--- config.mk ---
export PLATFORM = sky130hd
export DESIGN_NAME = fdchp_host_port
export DESIGN_NICKNAME = d
export VERILOG_FILES = /design/src/logic/fdchp_pkg.sv /design/src/logic/fdchp_pin_if.sv /design/src/logic/fdchp_sync.sv /design/src/logic/fdchp_host_port.sv
export SDC_FILE = /design/constraint.sdc
export NUM_CORES = 1
export LEC_CHECK = 0
export BUFFER_PORTS_ARGS = -buffer_cell sky130_fd_sc_hd__buf_2
export CAP_MARGIN = 10
export CORE_MARGIN = 2
export CORE_UTILIZATION = 59
export DETAILED_ROUTE_END_ITERATION = 10
export PLACE_DENSITY = 0.89
export SETUP_SLACK_MARGIN = 0.15
export SLEW_MARGIN = 20
export SYNTH_ARGS = -nofsm -noshare
export SYNTH_HDL_FRONTEND = slang
export SYNTH_SLANG_ARGS = --single-unit
--- constraint.sdc ---
create_clock -name sys_clk -period 3.4 [get_ports sys_clk]
set_input_delay 0.34 -clock sys_clk [delete_from_list [all_inputs] [get_ports sys_clk]]
set_output_delay 0.34 -clock sys_clk [all_outputs]
set_load 0.02 [all_outputs]
--- src/logic/fdchp_pkg.sv ---
package fdchp_pkg;
  // ****************************************
  // Register locations
  // ****************************************
  localparam logic [1:0] FDCHP_ADDR_STATUS = 2'h0;
  localparam logic [1:0] FDCHP_ADDR_TRACK = 2'h1;
  localparam logic [1:0] FDCHP_ADDR_SECTOR = 2'h2;
  localparam logic [1:0] FDCHP_ADDR_DATA = 2'h3;
  localparam logic [7:0] FDCHP_RESET_VALUE = 8'h00;
  // ****************************************
  // Status bit positions
  // ****************************************
  localparam int FDCHP_ST_BUSY = 0;
  localparam int FDCHP_ST_REQ = 1;
  localparam int FDCHP_ST_LOST = 2;
  localparam int FDCHP_ST_CRC = 3;
  localparam int FDCHP_ST_NOTFOUND = 4;
  localparam int FDCHP_ST_B5 = 5;
  localparam int FDCHP_ST_B6 = 6;
  localparam int FDCHP_ST_NOTRDY = 7;
  // ****************************************
  // Command decode (upper bits of command_word)
  // ****************************************
  localparam logic [3:0] FDCHP_CMD_FORCE = 4'hd;
  localparam logic [3:0] FDCHP_CMD_RDADDR = 4'hc;
  localparam logic [3:0] FDCHP_CMD_RDTRACK = 4'he;
  localparam logic [3:0] FDCHP_CMD_WRTRACK = 4'hf;
  localparam logic [2:0] FDCHP_CMD_READ = 3'h4;
  localparam logic [2:0] FDCHP_CMD_WRITE = 3'h5;
  // Force-interrupt condition bits
  localparam int FDCHP_FI_TO_READY = 0;
  localparam int FDCHP_FI_TO_NOTREADY = 1;
  localparam int FDCHP_FI_INDEX = 2;
  localparam int FDCHP_FI_NOW = 3;
  // ****************************************
  // Synchronised pin vector layout
  // ****************************************
  localparam int FDCHP_SYNC_STAGES = 2;
  localparam int FDCHP_PIN_W = 17;
  localparam int FDCHP_P_DATA = 9;
  localparam int FDCHP_P_ADDR = 7;
  localparam int FDCHP_P_CS_N = 6;
  localparam int FDCHP_P_RD_N = 5;
  localparam int FDCHP_P_WR_N = 4;
  localparam int FDCHP_P_INDEX_N = 3;
  localparam int FDCHP_P_TR0_N = 2;
  localparam int FDCHP_P_WP_N = 1;
  localparam int FDCHP_P_HLT = 0;
  // Ready and master reset travel in the same vector, above the rest
  localparam int FDCHP_PIN_W_ALL = 19;
  localparam int FDCHP_P_READY = 17;
  localparam int FDCHP_P_MR = 18;
  // ****************************************
  // Host access states
  // ****************************************
  typedef enum logic [2:0] {
    FDCHP_ACC_IDLE = 3'b001,
    FDCHP_ACC_READ = 3'b010,
    FDCHP_ACC_WRITE = 3'b100
  } fdchp_acc_t;
endpackage

--- src/logic/fdchp_pin_if.sv ---
`timescale 1ns/1ps
`default_nettype none
interface fdchp_pin_if #(
  parameter int WIDTH = 19
);
  logic [WIDTH-1:0] raw;
  logic [WIDTH-1:0] sync;
  modport src (output raw, input sync);
  modport syncer (input raw, output sync);
endinterface
`default_nettype wire

--- src/logic/fdchp_sync.sv ---
`timescale 1ns/1ps
`default_nettype none
module fdchp_sync
  import fdchp_pkg::*;
#(
  parameter int WIDTH = FDCHP_PIN_W_ALL
) (
  // Clock and reset
  input wire logic sys_clk,
  input wire logic rst_b,
  // Pins in, settled copy out
  fdchp_pin_if.syncer pins
);
  // ****************************************
  // Two-stage synchroniser
  // ****************************************
  // Stage one feeds stage two only, so metastability never reaches logic
  logic [WIDTH-1:0] meta_q;
  logic [WIDTH-1:0] meta_d;
  logic [WIDTH-1:0] sync_q;
  logic [WIDTH-1:0] sync_d;

  // Refused at elaboration, since the stage count is fixed in the logic below
  if (WIDTH < 1 || FDCHP_SYNC_STAGES != 2) begin : g_bad_cfg
    $error("fdchp_sync: unsupported width or stage count");
  end

  always_comb begin
    meta_d = pins.raw;
    sync_d = meta_q;
  end

  always_ff @(posedge sys_clk or negedge rst_b) begin
    if (!rst_b) begin
      meta_q <= '1;
      sync_q <= '1;
    end else begin
      meta_q <= meta_d;
      sync_q <= sync_d;
    end
  end

  assign pins.sync = sync_q;
endmodule // fdchp_sync
`default_nettype wire

--- src/logic/fdchp_host_port.sv ---
`timescale 1ns/1ps
`default_nettype none
// How it works
// - Status bit 0 is one exactly while a command is executing.
// - Type I: status bit 1 is the inverted index pulse input.
// - Type II/III: status bit 1 copies byte_request.
// - Type I: status bit 2 is the inverted track-zero input.
// - Type II/III: status bit 2 flags late byte service; cleared on next update.
// - Status bit 3 flags ID CRC errors; cleared on next status update.
// - Status bit 4 flags track, or track and sector, not found.
// - Type I: status bit 5 is head_load AND head_load_timing.
// - Read: status bits 5 and 6 carry the record-type code.
// - Write and Write Track: status bit 5 reports write fault.
// - Type I: status bit 6 is the inverted write-protect input.
// - Status bit 7 is not-ready OR master reset; II/III refused when not ready.
// - Data lines driven only on chip select with read strobe; written with write strobe.
// - Address 0 status/command, 1 track, 2 sector, 3 data register.
// - Disk read: byte_request rises on new byte, clears on data read.
// - Disk read overwrite of unread byte sets lost data; read continues.
// - Disk write: byte_request rises on shift load, clears on data write.
// - Disk write underrun sends a zero byte and sets lost data.
// - Interrupt on lost data, completion, termination and force-interrupt conditions.
// - Interrupt holds until status read, command write or master reset.
// - Force interrupt with no conditions ends the command quietly.
// - Record-type pairs 00,01,10,11 map to marks FB,FA,F9,F8.
module fdchp_host_port
  import fdchp_pkg::*;
(
  // Clock and reset
  input wire logic sys_clk,
  input wire logic rst_b,
  // Host bus pins
  input wire logic chip_select_n,
  input wire logic read_strobe_n,
  input wire logic write_strobe_n,
  input wire logic [1:0] host_addr,
  input wire logic [7:0] host_data_lines_in,
  output logic [7:0] host_data_lines_out,
  output logic host_data_lines_oe,
  output logic byte_request,
  output logic irq_out,
  // Drive pins
  input wire logic index_pulse_n,
  input wire logic track_zero_n,
  input wire logic write_protect_n,
  input wire logic head_load_timing,
  input wire logic drive_ready,
  input wire logic master_reset,
  // Disk engine, same clock
  input wire logic head_load,
  input wire logic eng_done,
  input wire logic eng_abort,
  input wire logic eng_crc_err,
  input wire logic eng_not_found,
  input wire logic eng_write_fault,
  input wire logic [1:0] eng_record_type,
  input wire logic eng_rd_valid,
  input wire logic [7:0] eng_rd_byte,
  input wire logic eng_wr_take,
  output logic cmd_start,
  output logic cmd_stop,
  output logic [7:0] cmd_word,
  output logic [7:0] track_word,
  output logic [7:0] sector_word,
  output logic [7:0] wr_byte
);
  // ****************************************
  // Pin synchronisers
  // ****************************************
  fdchp_pin_if #(.WIDTH(FDCHP_PIN_W_ALL)) pins ();

  assign pins.raw = {master_reset, drive_ready, host_data_lines_in, host_addr,
                     chip_select_n, read_strobe_n, write_strobe_n, index_pulse_n,
                     track_zero_n, write_protect_n, head_load_timing};

  fdchp_sync #(.WIDTH(FDCHP_PIN_W_ALL)) u_sync (
    .sys_clk(sys_clk),
    .rst_b(rst_b),
    .pins(pins)
  );

  logic [7:0] s_data;
  logic [1:0] s_addr;
  logic s_cs_n;
  logic s_rd_n;
  logic s_wr_n;
  logic s_index_n;
  logic s_tr0_n;
  logic s_wp_n;
  logic s_hlt;
  logic s_ready;
  logic s_mr;

  assign s_data = pins.sync[FDCHP_P_DATA +: 8];
  assign s_addr = pins.sync[FDCHP_P_ADDR +: 2];
  assign s_cs_n = pins.sync[FDCHP_P_CS_N];
  assign s_rd_n = pins.sync[FDCHP_P_RD_N];
  assign s_wr_n = pins.sync[FDCHP_P_WR_N];
  assign s_index_n = pins.sync[FDCHP_P_INDEX_N];
  assign s_tr0_n = pins.sync[FDCHP_P_TR0_N];
  assign s_wp_n = pins.sync[FDCHP_P_WP_N];
  assign s_hlt = pins.sync[FDCHP_P_HLT];
  assign s_ready = pins.sync[FDCHP_P_READY];
  assign s_mr = pins.sync[FDCHP_P_MR];

  // ****************************************
  // Host access tracking
  // ****************************************
  // Side effects fire when the strobe ends, so the host has sampled the data first
  fdchp_acc_t acc_q;
  fdchp_acc_t acc_d;
  logic [1:0] acc_addr_q;
  logic [1:0] acc_addr_d;
  logic [7:0] acc_data_q;
  logic [7:0] acc_data_d;
  logic rd_end;
  logic wr_end;

  always_comb begin
    acc_d = acc_q;
    acc_addr_d = acc_addr_q;
    acc_data_d = acc_data_q;
    rd_end = 1'b0;
    wr_end = 1'b0;
    case (acc_q)
      FDCHP_ACC_IDLE: begin
        if (!s_cs_n && !s_rd_n) begin
          acc_d = FDCHP_ACC_READ;
          acc_addr_d = s_addr;
        end else if (!s_cs_n && !s_wr_n) begin
          acc_d = FDCHP_ACC_WRITE;
          acc_addr_d = s_addr;
        end
      end
      FDCHP_ACC_READ: begin
        if (s_cs_n || s_rd_n) begin
          acc_d = FDCHP_ACC_IDLE;
          rd_end = 1'b1;
        end
      end
      FDCHP_ACC_WRITE: begin
        acc_data_d = s_data;
        if (s_cs_n || s_wr_n) begin
          acc_d = FDCHP_ACC_IDLE;
          wr_end = 1'b1;
        end
      end
      default: begin
        acc_d = FDCHP_ACC_IDLE;
      end
    endcase
  end

  always_ff @(posedge sys_clk or negedge rst_b) begin
    if (!rst_b) begin
      acc_q <= FDCHP_ACC_IDLE;
      acc_addr_q <= 2'h0;
      acc_data_q <= FDCHP_RESET_VALUE;
    end else begin
      acc_q <= acc_d;
      acc_addr_q <= acc_addr_d;
      acc_data_q <= acc_data_d;
    end
  end

  // ****************************************
  // Registers, status and interrupt
  // ****************************************
  logic [7:0] command_word_q, command_word_d;
  logic [7:0] track_number_q, track_number_d;
  logic [7:0] sector_number_q, sector_number_d;
  logic [7:0] byte_buffer_q, byte_buffer_d;
  logic [7:0] wr_byte_q, wr_byte_d;
  logic [7:0] rdata_q, rdata_d;
  logic [3:0] fi_arm_q, fi_arm_d;
  logic [1:0] rtype_q, rtype_d;
  logic busy_q, busy_d;
  logic req_q, req_d;
  logic lost_q, lost_d;
  logic crc_q, crc_d;
  logic nf_q, nf_d;
  logic wf_q, wf_d;
  logic irq_q, irq_d;
  logic start_q, start_d;
  logic stop_q, stop_d;
  logic ready_q, index_n_q;
  logic type1, is_read, is_write;
  logic [7:0] status_word;
  logic cmd_wr;
  logic [3:0] new_hi;
  logic irq_set;

  always_comb begin
    type1 = !command_word_q[7];
    is_read = command_word_q[7:5] == FDCHP_CMD_READ;
    is_write = command_word_q[7:5] == FDCHP_CMD_WRITE ||
               command_word_q[7:4] == FDCHP_CMD_WRTRACK;
    status_word = 8'h00;
    status_word[FDCHP_ST_BUSY] = busy_q;
    status_word[FDCHP_ST_REQ] = type1 ? !s_index_n : req_q;
    status_word[FDCHP_ST_LOST] = type1 ? !s_tr0_n : lost_q;
    status_word[FDCHP_ST_CRC] = crc_q;
    status_word[FDCHP_ST_NOTFOUND] = nf_q;
    if (type1) begin
      status_word[FDCHP_ST_B5] = head_load && s_hlt;
      status_word[FDCHP_ST_B6] = !s_wp_n;
    end else if (is_read) begin
      // Code 0..3 stands for marks FB, FA, F9, F8 in that order
      status_word[FDCHP_ST_B5] = rtype_q[0];
      status_word[FDCHP_ST_B6] = rtype_q[1];
    end else if (is_write) begin
      status_word[FDCHP_ST_B5] = wf_q;
      status_word[FDCHP_ST_B6] = !s_wp_n;
    end
    status_word[FDCHP_ST_NOTRDY] = !s_ready || s_mr;
  end

  always_comb begin
    command_word_d = command_word_q;
    track_number_d = track_number_q;
    sector_number_d = sector_number_q;
    byte_buffer_d = byte_buffer_q;
    wr_byte_d = wr_byte_q;
    fi_arm_d = fi_arm_q;
    rtype_d = rtype_q;
    busy_d = busy_q;
    req_d = req_q;
    lost_d = lost_q;
    crc_d = crc_q;
    nf_d = nf_q;
    wf_d = wf_q;
    irq_d = irq_q;
    start_d = 1'b0;
    stop_d = 1'b0;
    irq_set = 1'b0;
    cmd_wr = wr_end && acc_addr_q == FDCHP_ADDR_STATUS;
    new_hi = acc_data_q[7:4];
    // Clears from the host come first so a same-cycle event below wins
    if (rd_end && acc_addr_q == FDCHP_ADDR_STATUS) begin
      irq_d = 1'b0;
    end
    if (rd_end && acc_addr_q == FDCHP_ADDR_DATA && !is_write) begin
      req_d = 1'b0;
    end
    if (wr_end) begin
      case (acc_addr_q)
        FDCHP_ADDR_TRACK: track_number_d = acc_data_q;
        FDCHP_ADDR_SECTOR: sector_number_d = acc_data_q;
        FDCHP_ADDR_DATA: begin
          byte_buffer_d = acc_data_q;
          if (is_write) begin
            req_d = 1'b0;
          end
        end
        default: begin
        end
      endcase
    end
    if (cmd_wr) begin
      irq_d = 1'b0;
      if (new_hi == FDCHP_CMD_FORCE) begin
        // Conditions stay armed until the next command is written or master reset
        fi_arm_d = acc_data_q[3:0];
        if (busy_q) begin
          busy_d = 1'b0;
          stop_d = 1'b1;
        end
        if (acc_data_q[FDCHP_FI_NOW]) begin
          irq_set = 1'b1;
        end
      end else if (!busy_q) begin
        // A new command is the status update that clears the error flags
        command_word_d = acc_data_q;
        fi_arm_d = 4'h0;
        lost_d = 1'b0;
        crc_d = 1'b0;
        nf_d = 1'b0;
        wf_d = 1'b0;
        rtype_d = 2'h0;
        req_d = acc_data_q[7:4] == FDCHP_CMD_WRTRACK && s_ready && !s_mr;
        if (acc_data_q[7] && (!s_ready || s_mr)) begin
          irq_set = 1'b1;
        end else begin
          busy_d = 1'b1;
          start_d = 1'b1;
        end
      end
    end
    if (busy_q && eng_rd_valid) begin
      byte_buffer_d = eng_rd_byte;
      req_d = 1'b1;
      if (req_q && !(rd_end && acc_addr_q == FDCHP_ADDR_DATA)) begin
        lost_d = 1'b1;
      end
    end
    if (busy_q && eng_wr_take) begin
      req_d = 1'b1;
      if (req_q && !(wr_end && acc_addr_q == FDCHP_ADDR_DATA)) begin
        wr_byte_d = 8'h00;
        lost_d = 1'b1;
      end else begin
        wr_byte_d = byte_buffer_d;
      end
    end
    if (busy_q && eng_crc_err) begin
      crc_d = 1'b1;
    end
    if (busy_q && eng_not_found) begin
      nf_d = 1'b1;
    end
    if (busy_q && eng_write_fault) begin
      wf_d = 1'b1;
    end
    if (busy_q && is_read && eng_rd_valid) begin
      rtype_d = eng_record_type;
    end
    if (lost_d && !lost_q) begin
      irq_set = 1'b1;
    end
    if (busy_q && (eng_done || eng_abort)) begin
      busy_d = 1'b0;
      irq_set = 1'b1;
    end
    if (fi_arm_q[FDCHP_FI_TO_READY] && s_ready && !ready_q) begin
      irq_set = 1'b1;
    end
    if (fi_arm_q[FDCHP_FI_TO_NOTREADY] && !s_ready && ready_q) begin
      irq_set = 1'b1;
    end
    if (fi_arm_q[FDCHP_FI_INDEX] && !s_index_n && index_n_q) begin
      irq_set = 1'b1;
    end
    if (irq_set) begin
      irq_d = 1'b1;
    end
    // Master reset parks the controller idle; not-ready shows it meanwhile
    if (s_mr) begin
      busy_d = 1'b0;
      req_d = 1'b0;
      irq_d = 1'b0;
      fi_arm_d = 4'h0;
      stop_d = busy_q;
      start_d = 1'b0;
    end
    case (acc_d == FDCHP_ACC_READ ? s_addr : acc_addr_q)
      FDCHP_ADDR_STATUS: rdata_d = status_word;
      FDCHP_ADDR_TRACK: rdata_d = track_number_q;
      FDCHP_ADDR_SECTOR: rdata_d = sector_number_q;
      default: rdata_d = byte_buffer_q;
    endcase
  end

  always_ff @(posedge sys_clk or negedge rst_b) begin
    if (!rst_b) begin
      command_word_q <= FDCHP_RESET_VALUE;
      track_number_q <= FDCHP_RESET_VALUE;
      sector_number_q <= FDCHP_RESET_VALUE;
      byte_buffer_q <= FDCHP_RESET_VALUE;
      wr_byte_q <= FDCHP_RESET_VALUE;
      rdata_q <= FDCHP_RESET_VALUE;
      fi_arm_q <= 4'h0;
      rtype_q <= 2'h0;
      busy_q <= 1'b0;
      req_q <= 1'b0;
      lost_q <= 1'b0;
      crc_q <= 1'b0;
      nf_q <= 1'b0;
      wf_q <= 1'b0;
      irq_q <= 1'b0;
      start_q <= 1'b0;
      stop_q <= 1'b0;
      ready_q <= 1'b1;
      index_n_q <= 1'b1;
    end else begin
      command_word_q <= command_word_d;
      track_number_q <= track_number_d;
      sector_number_q <= sector_number_d;
      byte_buffer_q <= byte_buffer_d;
      wr_byte_q <= wr_byte_d;
      rdata_q <= rdata_d;
      fi_arm_q <= fi_arm_d;
      rtype_q <= rtype_d;
      busy_q <= busy_d;
      req_q <= req_d;
      lost_q <= lost_d;
      crc_q <= crc_d;
      nf_q <= nf_d;
      wf_q <= wf_d;
      irq_q <= irq_d;
      start_q <= start_d;
      stop_q <= stop_d;
      ready_q <= s_ready;
      index_n_q <= s_index_n;
    end
  end

  // ****************************************
  // Outputs
  // ****************************************
  assign host_data_lines_out = rdata_q;
  assign host_data_lines_oe = acc_q == FDCHP_ACC_READ;
  assign byte_request = req_q;
  assign irq_out = irq_q;
  assign cmd_start = start_q;
  assign cmd_stop = stop_q;
  assign cmd_word = command_word_q;
  assign track_word = track_number_q;
  assign sector_word = sector_number_q;
  assign wr_byte = wr_byte_q;
endmodule // fdchp_host_port
`default_nettype wire

Word level (Yosys, flattened, before mapping):

Cells that the tools add are included.

* eq/ne operators: 23
* multiplexer cells: 81
* bitwise gates (word level): 2
* reduce and logical (&&, ||, !) cells: 65

Operators by type and width (count)
* $mux 1: 57
* $mux 8: 4
* $logic_and 1x1->1: 28
* $mux 3: 8
* $pmux 8 s3: 1
* $mux 2: 10
* $ne 2x1->1 const B: 8
* $reduce_and 3->1: 5
* $logic_not 1->1: 13
* $eq 4x4->1 const B: 3
* $reduce_bool 2->1: 6
* $eq 3x3->1 const B: 3
* $pmux 3 s3: 1
* $reduce_and 2->1: 4
* $eq 2x2->1 const B: 3
* $eq 3x2->1 const B: 2
* $logic_or 1x1->1: 5
* $eq 2x1->1 const B: 2
* $logic_not 2->1: 2
* $reduce_bool 4->1: 1
* $eq 3x1->1 const B: 1
* $ne 3x1->1 const B: 1
* $reduce_bool 3->1: 1
* $not 1->1: 2

* bits in registers: 115
* input port bits: 39
* output and inout bits: 45
* word-level logic and storage cells: 195

Logic depth before layout (Yosys ltp):

* depth after elaboration: 18
* mapped depth: 7
* depth with buffers taken out: 6

By module:

From an unflattened synthesis, not the netlist that was laid out.

* cells, all modules: 314
* area, all modules: 4461.8 um^2

By module, submodules not included
* fdchp_host_port: times used 1, cells an instance 276, area each 3463.3 um^2, seq. area each 1930.6 um^2
* fdchp_sync: times used 1, cells an instance 38, area each 998.5 um^2, seq. area each 998.5 um^2

Least setup slack after synthesis:

No wires, ideal clock.

* kind: register -> register
* start: register acc_q[0]
* end: register rdata_q[1], in the netlist host_data_lines_out[1]
* setup time: 0.138 ns
* arrival time: 2.066 ns
* setup slack: 1.196 ns
* stages on the path, launching flop included: 7
* buffers on the path: 2
* clock period less this slack: 2.204 ns
* cells stage by stage: dfstp_2 > buf_2 > xnor2_1 > nor4_4 > mux2i_2 > buf_4 > mux4_2

RTL lines
* start, declared: RTL line fdchp_host_port.sv:110 `fdchp_acc_t acc_q;`
* start signal, assigned: RTL line fdchp_host_port.sv:156 `acc_q <= FDCHP_ACC_IDLE;`
* start signal, assigned: RTL line fdchp_host_port.sv:160 `acc_q <= acc_d;`
* $eq 3x3->1, or another cell as far along: RTL line fdchp_host_port.sv:125 `case (acc_q)`
* $pmux 3 s3 *: RTL line fdchp_host_port.sv:125
* named net acc_d[1]: RTL line fdchp_host_port.sv:111 `fdchp_acc_t acc_d;`
* $eq 3x2->1 *: RTL line fdchp_host_port.sv:345 `case (acc_d == FDCHP_ACC_READ ? s_addr : acc_addr_q)`
* $mux 2 *: RTL line fdchp_host_port.sv:345
* $eq 2x2->1, or another cell as far along: RTL line fdchp_host_port.sv:345
* $pmux 8 s3 *: RTL line fdchp_host_port.sv:345
* named net rdata_d[1]: RTL line fdchp_host_port.sv:174 `logic [7:0] rdata_q, rdata_d;`
* end signal, assigned: RTL line fdchp_host_port.sv:380 `rdata_q <= rdata_d;`
* end, declared: RTL line fdchp_host_port.sv:174

Mark *: on every way through the listed nets, which the timed path passes. The rest lies on a longest branch.
A chain may end at the register's enable or synchronous reset.

Worst setup path after layout:

* start: register acc_q[0]
* end: register rdata_q[2], in the netlist host_data_lines_out[2]

Same word-level chain as after synthesis.

==> results_dict.tcl <==
set metrics [dict create \
    swShare_pct 28.8 \
    ant_nets 0 \
    pre_cts_ws_ns 1.11 \
    min_path_type "in2reg" \
    min_period_ns 2.34 \
    slew_violations 0 \
    power_switching_uw 1160 \
    ys_seq_elements 115 \
    routedWlPerCell_um 19.2 \
    area_delta_synth_final_pct 29.1 \
    vias 3234 \
    grt_pass1_vias 3411 \
    cp-end-kind "flip-flop" \
    post_cts_buffers 0 \
    wirelength_mm 10.7 \
    diodes 0 \
    async_flop_share_pct 100 \
    clock_skew_ns 0.00904 \
    crit_arrival_ns 2.73 \
    syn-num-nets 370 \
    grt.total_usage_pct 27.8 \
    clk_latency_ns 0.52 \
    multi_input_area_mm2 0.00149 \
    drive_above_1_share_pct 39.4 \
    cts_tree "yes" \
    placed_area_mm2 0.00502 \
    antenna_found_initial 0 \
    port_buffers 83 \
    tns_ns 0 \
    syn_inst 331 \
    p_per_area_mw_per_mm2 695 \
    combPwrFrac_pct 14.2 \
    cts_buffers 17 \
    fillerInstances 419 \
    outcome "finished clean" \
    vias_per_cell 5.80 \
    path_max_fanout 10 \
    cts_max_level 4 \
    dp_hpwl_mm 6.69 \
    clock_path_buffers 2 \
    synth-edff-count 0 \
    ys_seq_area_share_pct 65.3 \
    p_int_uw 2870 \
    p_leak_uw 0.00276 \
    worst_slack_ns 1.06 \
    clk_pin_slew_ns 0.06 \
    cts-root-buf "clkbuf_8" \
    nets 485 \
    crit_required_ns 3.79 \
    maxCapViolCount 0 \
    die_w_um 91.2 \
    synth_flop_cell "dfrtp_1" \
    setup_viol 0 \
    totalPowerFinal_uw 4020 \
    die_area_mm2 0.00831 \
    die_h_um 91.2 \
    dr.pass1.iters 5 \
    slew-limit-headroom_pct 54.6 \
    core.rowCount 31 \
    power_frac_seq_pct 43.7 \
    worst_pin_slew_ns 0.680 \
    ios 84 \
    core_area_mm2 0.00729 \
    synthDistinctLibCells 50 \
    finalHoldViolations 0 \
    startpoint_type "flip-flop" \
    synth_area_mm2 0.00448 \
    period_share_pct 68.9 \
    overflow 0 \
    cts.sinks 115 \
    clkPwrFrac_pct 42.1 \
    grt_max_degree 45 \
    crit_type "reg2reg" \
    register_area_mm2 0.00293 \
    max_freq_ghz 0.427 \
    initial_core_util_pct 61.5 \
    route.detailed.drc 0 \
    routabilityCongestion 0.898 \
    drtIter0Drc 258 \
    yosys_warnings 0 \
    irDropWorstVdd_mv 0.466 \
    avgSynthCellArea_um2 13.5 \
    rsz0062_at_grt "false" \
    final_common_cell "buf_2" \
    fin_area_mm2 0.00579 \
    final_cell_mix "82 x buf_2, 74 x dfrtp_1, 41 x dfstp_2, 33 x nand2_1, 28 x nor2_1" \
    grt_pass1_wl_mm 17.4 \
]
==> final cells by class <==
type / count / share of cell area [%]
clock buffers: 18 / 7.22
clock inverters: 14 / 2.68
inverters: 2 / 0.130
multi-input cells: 201 / 25.8
flip-flops and latches: 115 / 50.6
well taps: 99 / 2.14
repair buffers: 109 / 11.5
==> final timing paths <==
check                                    from                     end  slack [ns]  cells past startpoint
hold / removal             eng_record_type[0]              rtype_q[0]        0.04                      3
max in group asynchronous               rst_b    u_sync.pins.sync[10]        2.15                      3
min in group asynchronous               rst_b           acc_addr_q[1]        0.36                      2
hold reg to reg              u_sync.meta_q[8]     u_sync.pins.sync[8]        0.35                      0
setup / recovery                     acc_q[0]  host_data_lines_out[2]        1.06                      4
setup reg to reg                     acc_q[0]  host_data_lines_out[2]        1.06                      4
==> critical path, cell delays in order, from the launching register on <==
cell and delay, ns:
dfstp_2 0.60, xnor2_1 0.12, nor4_4 0.31, mux2i_4 0.59, mux4_2 0.59
==> cell families after synthesis <==
| group | after synthesis | synth area share [%] |
|---|---|---|
| AND/OR/NAND/NOR | 92 | 10.7 |
| XOR/XNOR | 1 | 0.195 |
| multiplexers | 54 | 14.4 |
| AO/OA/AOI/OAI | 54 | 7.87 |
| buffers and inverters | 15 | 1.48 |
| flip-flops | 115 | 65.3 |
==> layer usage <==
| metal | vias up | wire, um | global-route usage [%] |
|---|---|---|---|
| li1 | 1411 | - | - |
| met5 | - | 0 | 0 |
| met2 | 187 | 5480 | 44.4 |
| met3 | 29 | 778 | 8.13 |
| met4 | 0 | 318 | 13.6 |
| met1 | 1607 | 4120 | 34.9 |
==> stage by stage <==
stage          utilization, %  hold WS [ns]  std cells
2_1_floorplan               -        0.0444        331
4_1_cts                  79.4        0.0204        558
5_1_grt                  79.4        0.0436        558
3_5_place_dp             68.8         0.347        506
6_report                 79.4        0.0368        558
3_3_place_gp             68.8         0.343        506
==> Yosys cell counts, types with 2 or more instances <==
library cell   n  area (um2)
dfrtp_1       74        1850
dfstp_2       41        1080
nand2_1       33         124
nor2_1        28         105
mux2i_1       23         230
mux2_1        17         191
a21oi_1       15        75.1
a22o_1        10        87.6
clkbuf_1       8        30.0
mux2_4         8         120
nand3_1        6        30.0
o21ai_0        6        30.0
o21ai_1        6        30.0
a22oi_1        4        30.0
nand2b_1       4        25.0
o22ai_1        4        25.0
and3_1         2        12.5
buf_2          2        10.0
buf_4          2        15.0
mux2_2         2        22.5
mux4_2         2        45.0
nand4_1        2        12.5
nor2b_1        2        12.5
nor3b_1        2        15.0
nor3b_4        2        37.5
nor4_1         2        12.5
==> power by group through the flow <==
| stage | logic, uW | clock network, uW | registers, uW |
|---|---|---|---|
| after floorplan | 302 | 0 | 1760 |
| after detailed placement | 532 | 0 | 1770 |
| after CTS | 569 | 1710 | 1750 |
| after global placement | 514 | 0 | 1760 |
| final | 571 | 1690 | 1760 |
| after global routing | 610 | 1770 | 1780 |
==> repair_timing <==
action                     4_1_cts  5_1_grt
hold endpoints to repair        32        0
setup endpoints to repair        0        0
hold buffers                    20        0
resized for setup                0        0
==> state kept, by name, summed over array words and instances (netlist names), 2 cells and up <==
| register | flops |
|---|---|
| byte_buffer_q | 8 |
| rtype_q | 2 |
| acc_q | 3 |
| u_sync.pins.sync | 19 |
| fi_arm_q | 3 |
| track_word | 8 |
| cmd_word | 8 |
| acc_data_q | 8 |
| wr_byte | 8 |
| u_sync.meta_q | 19 |
| sector_word | 8 |
| acc_addr_q | 2 |
| host_data_lines_out | 8 |
No activity file was read; power rests on OpenSTA's default activity.
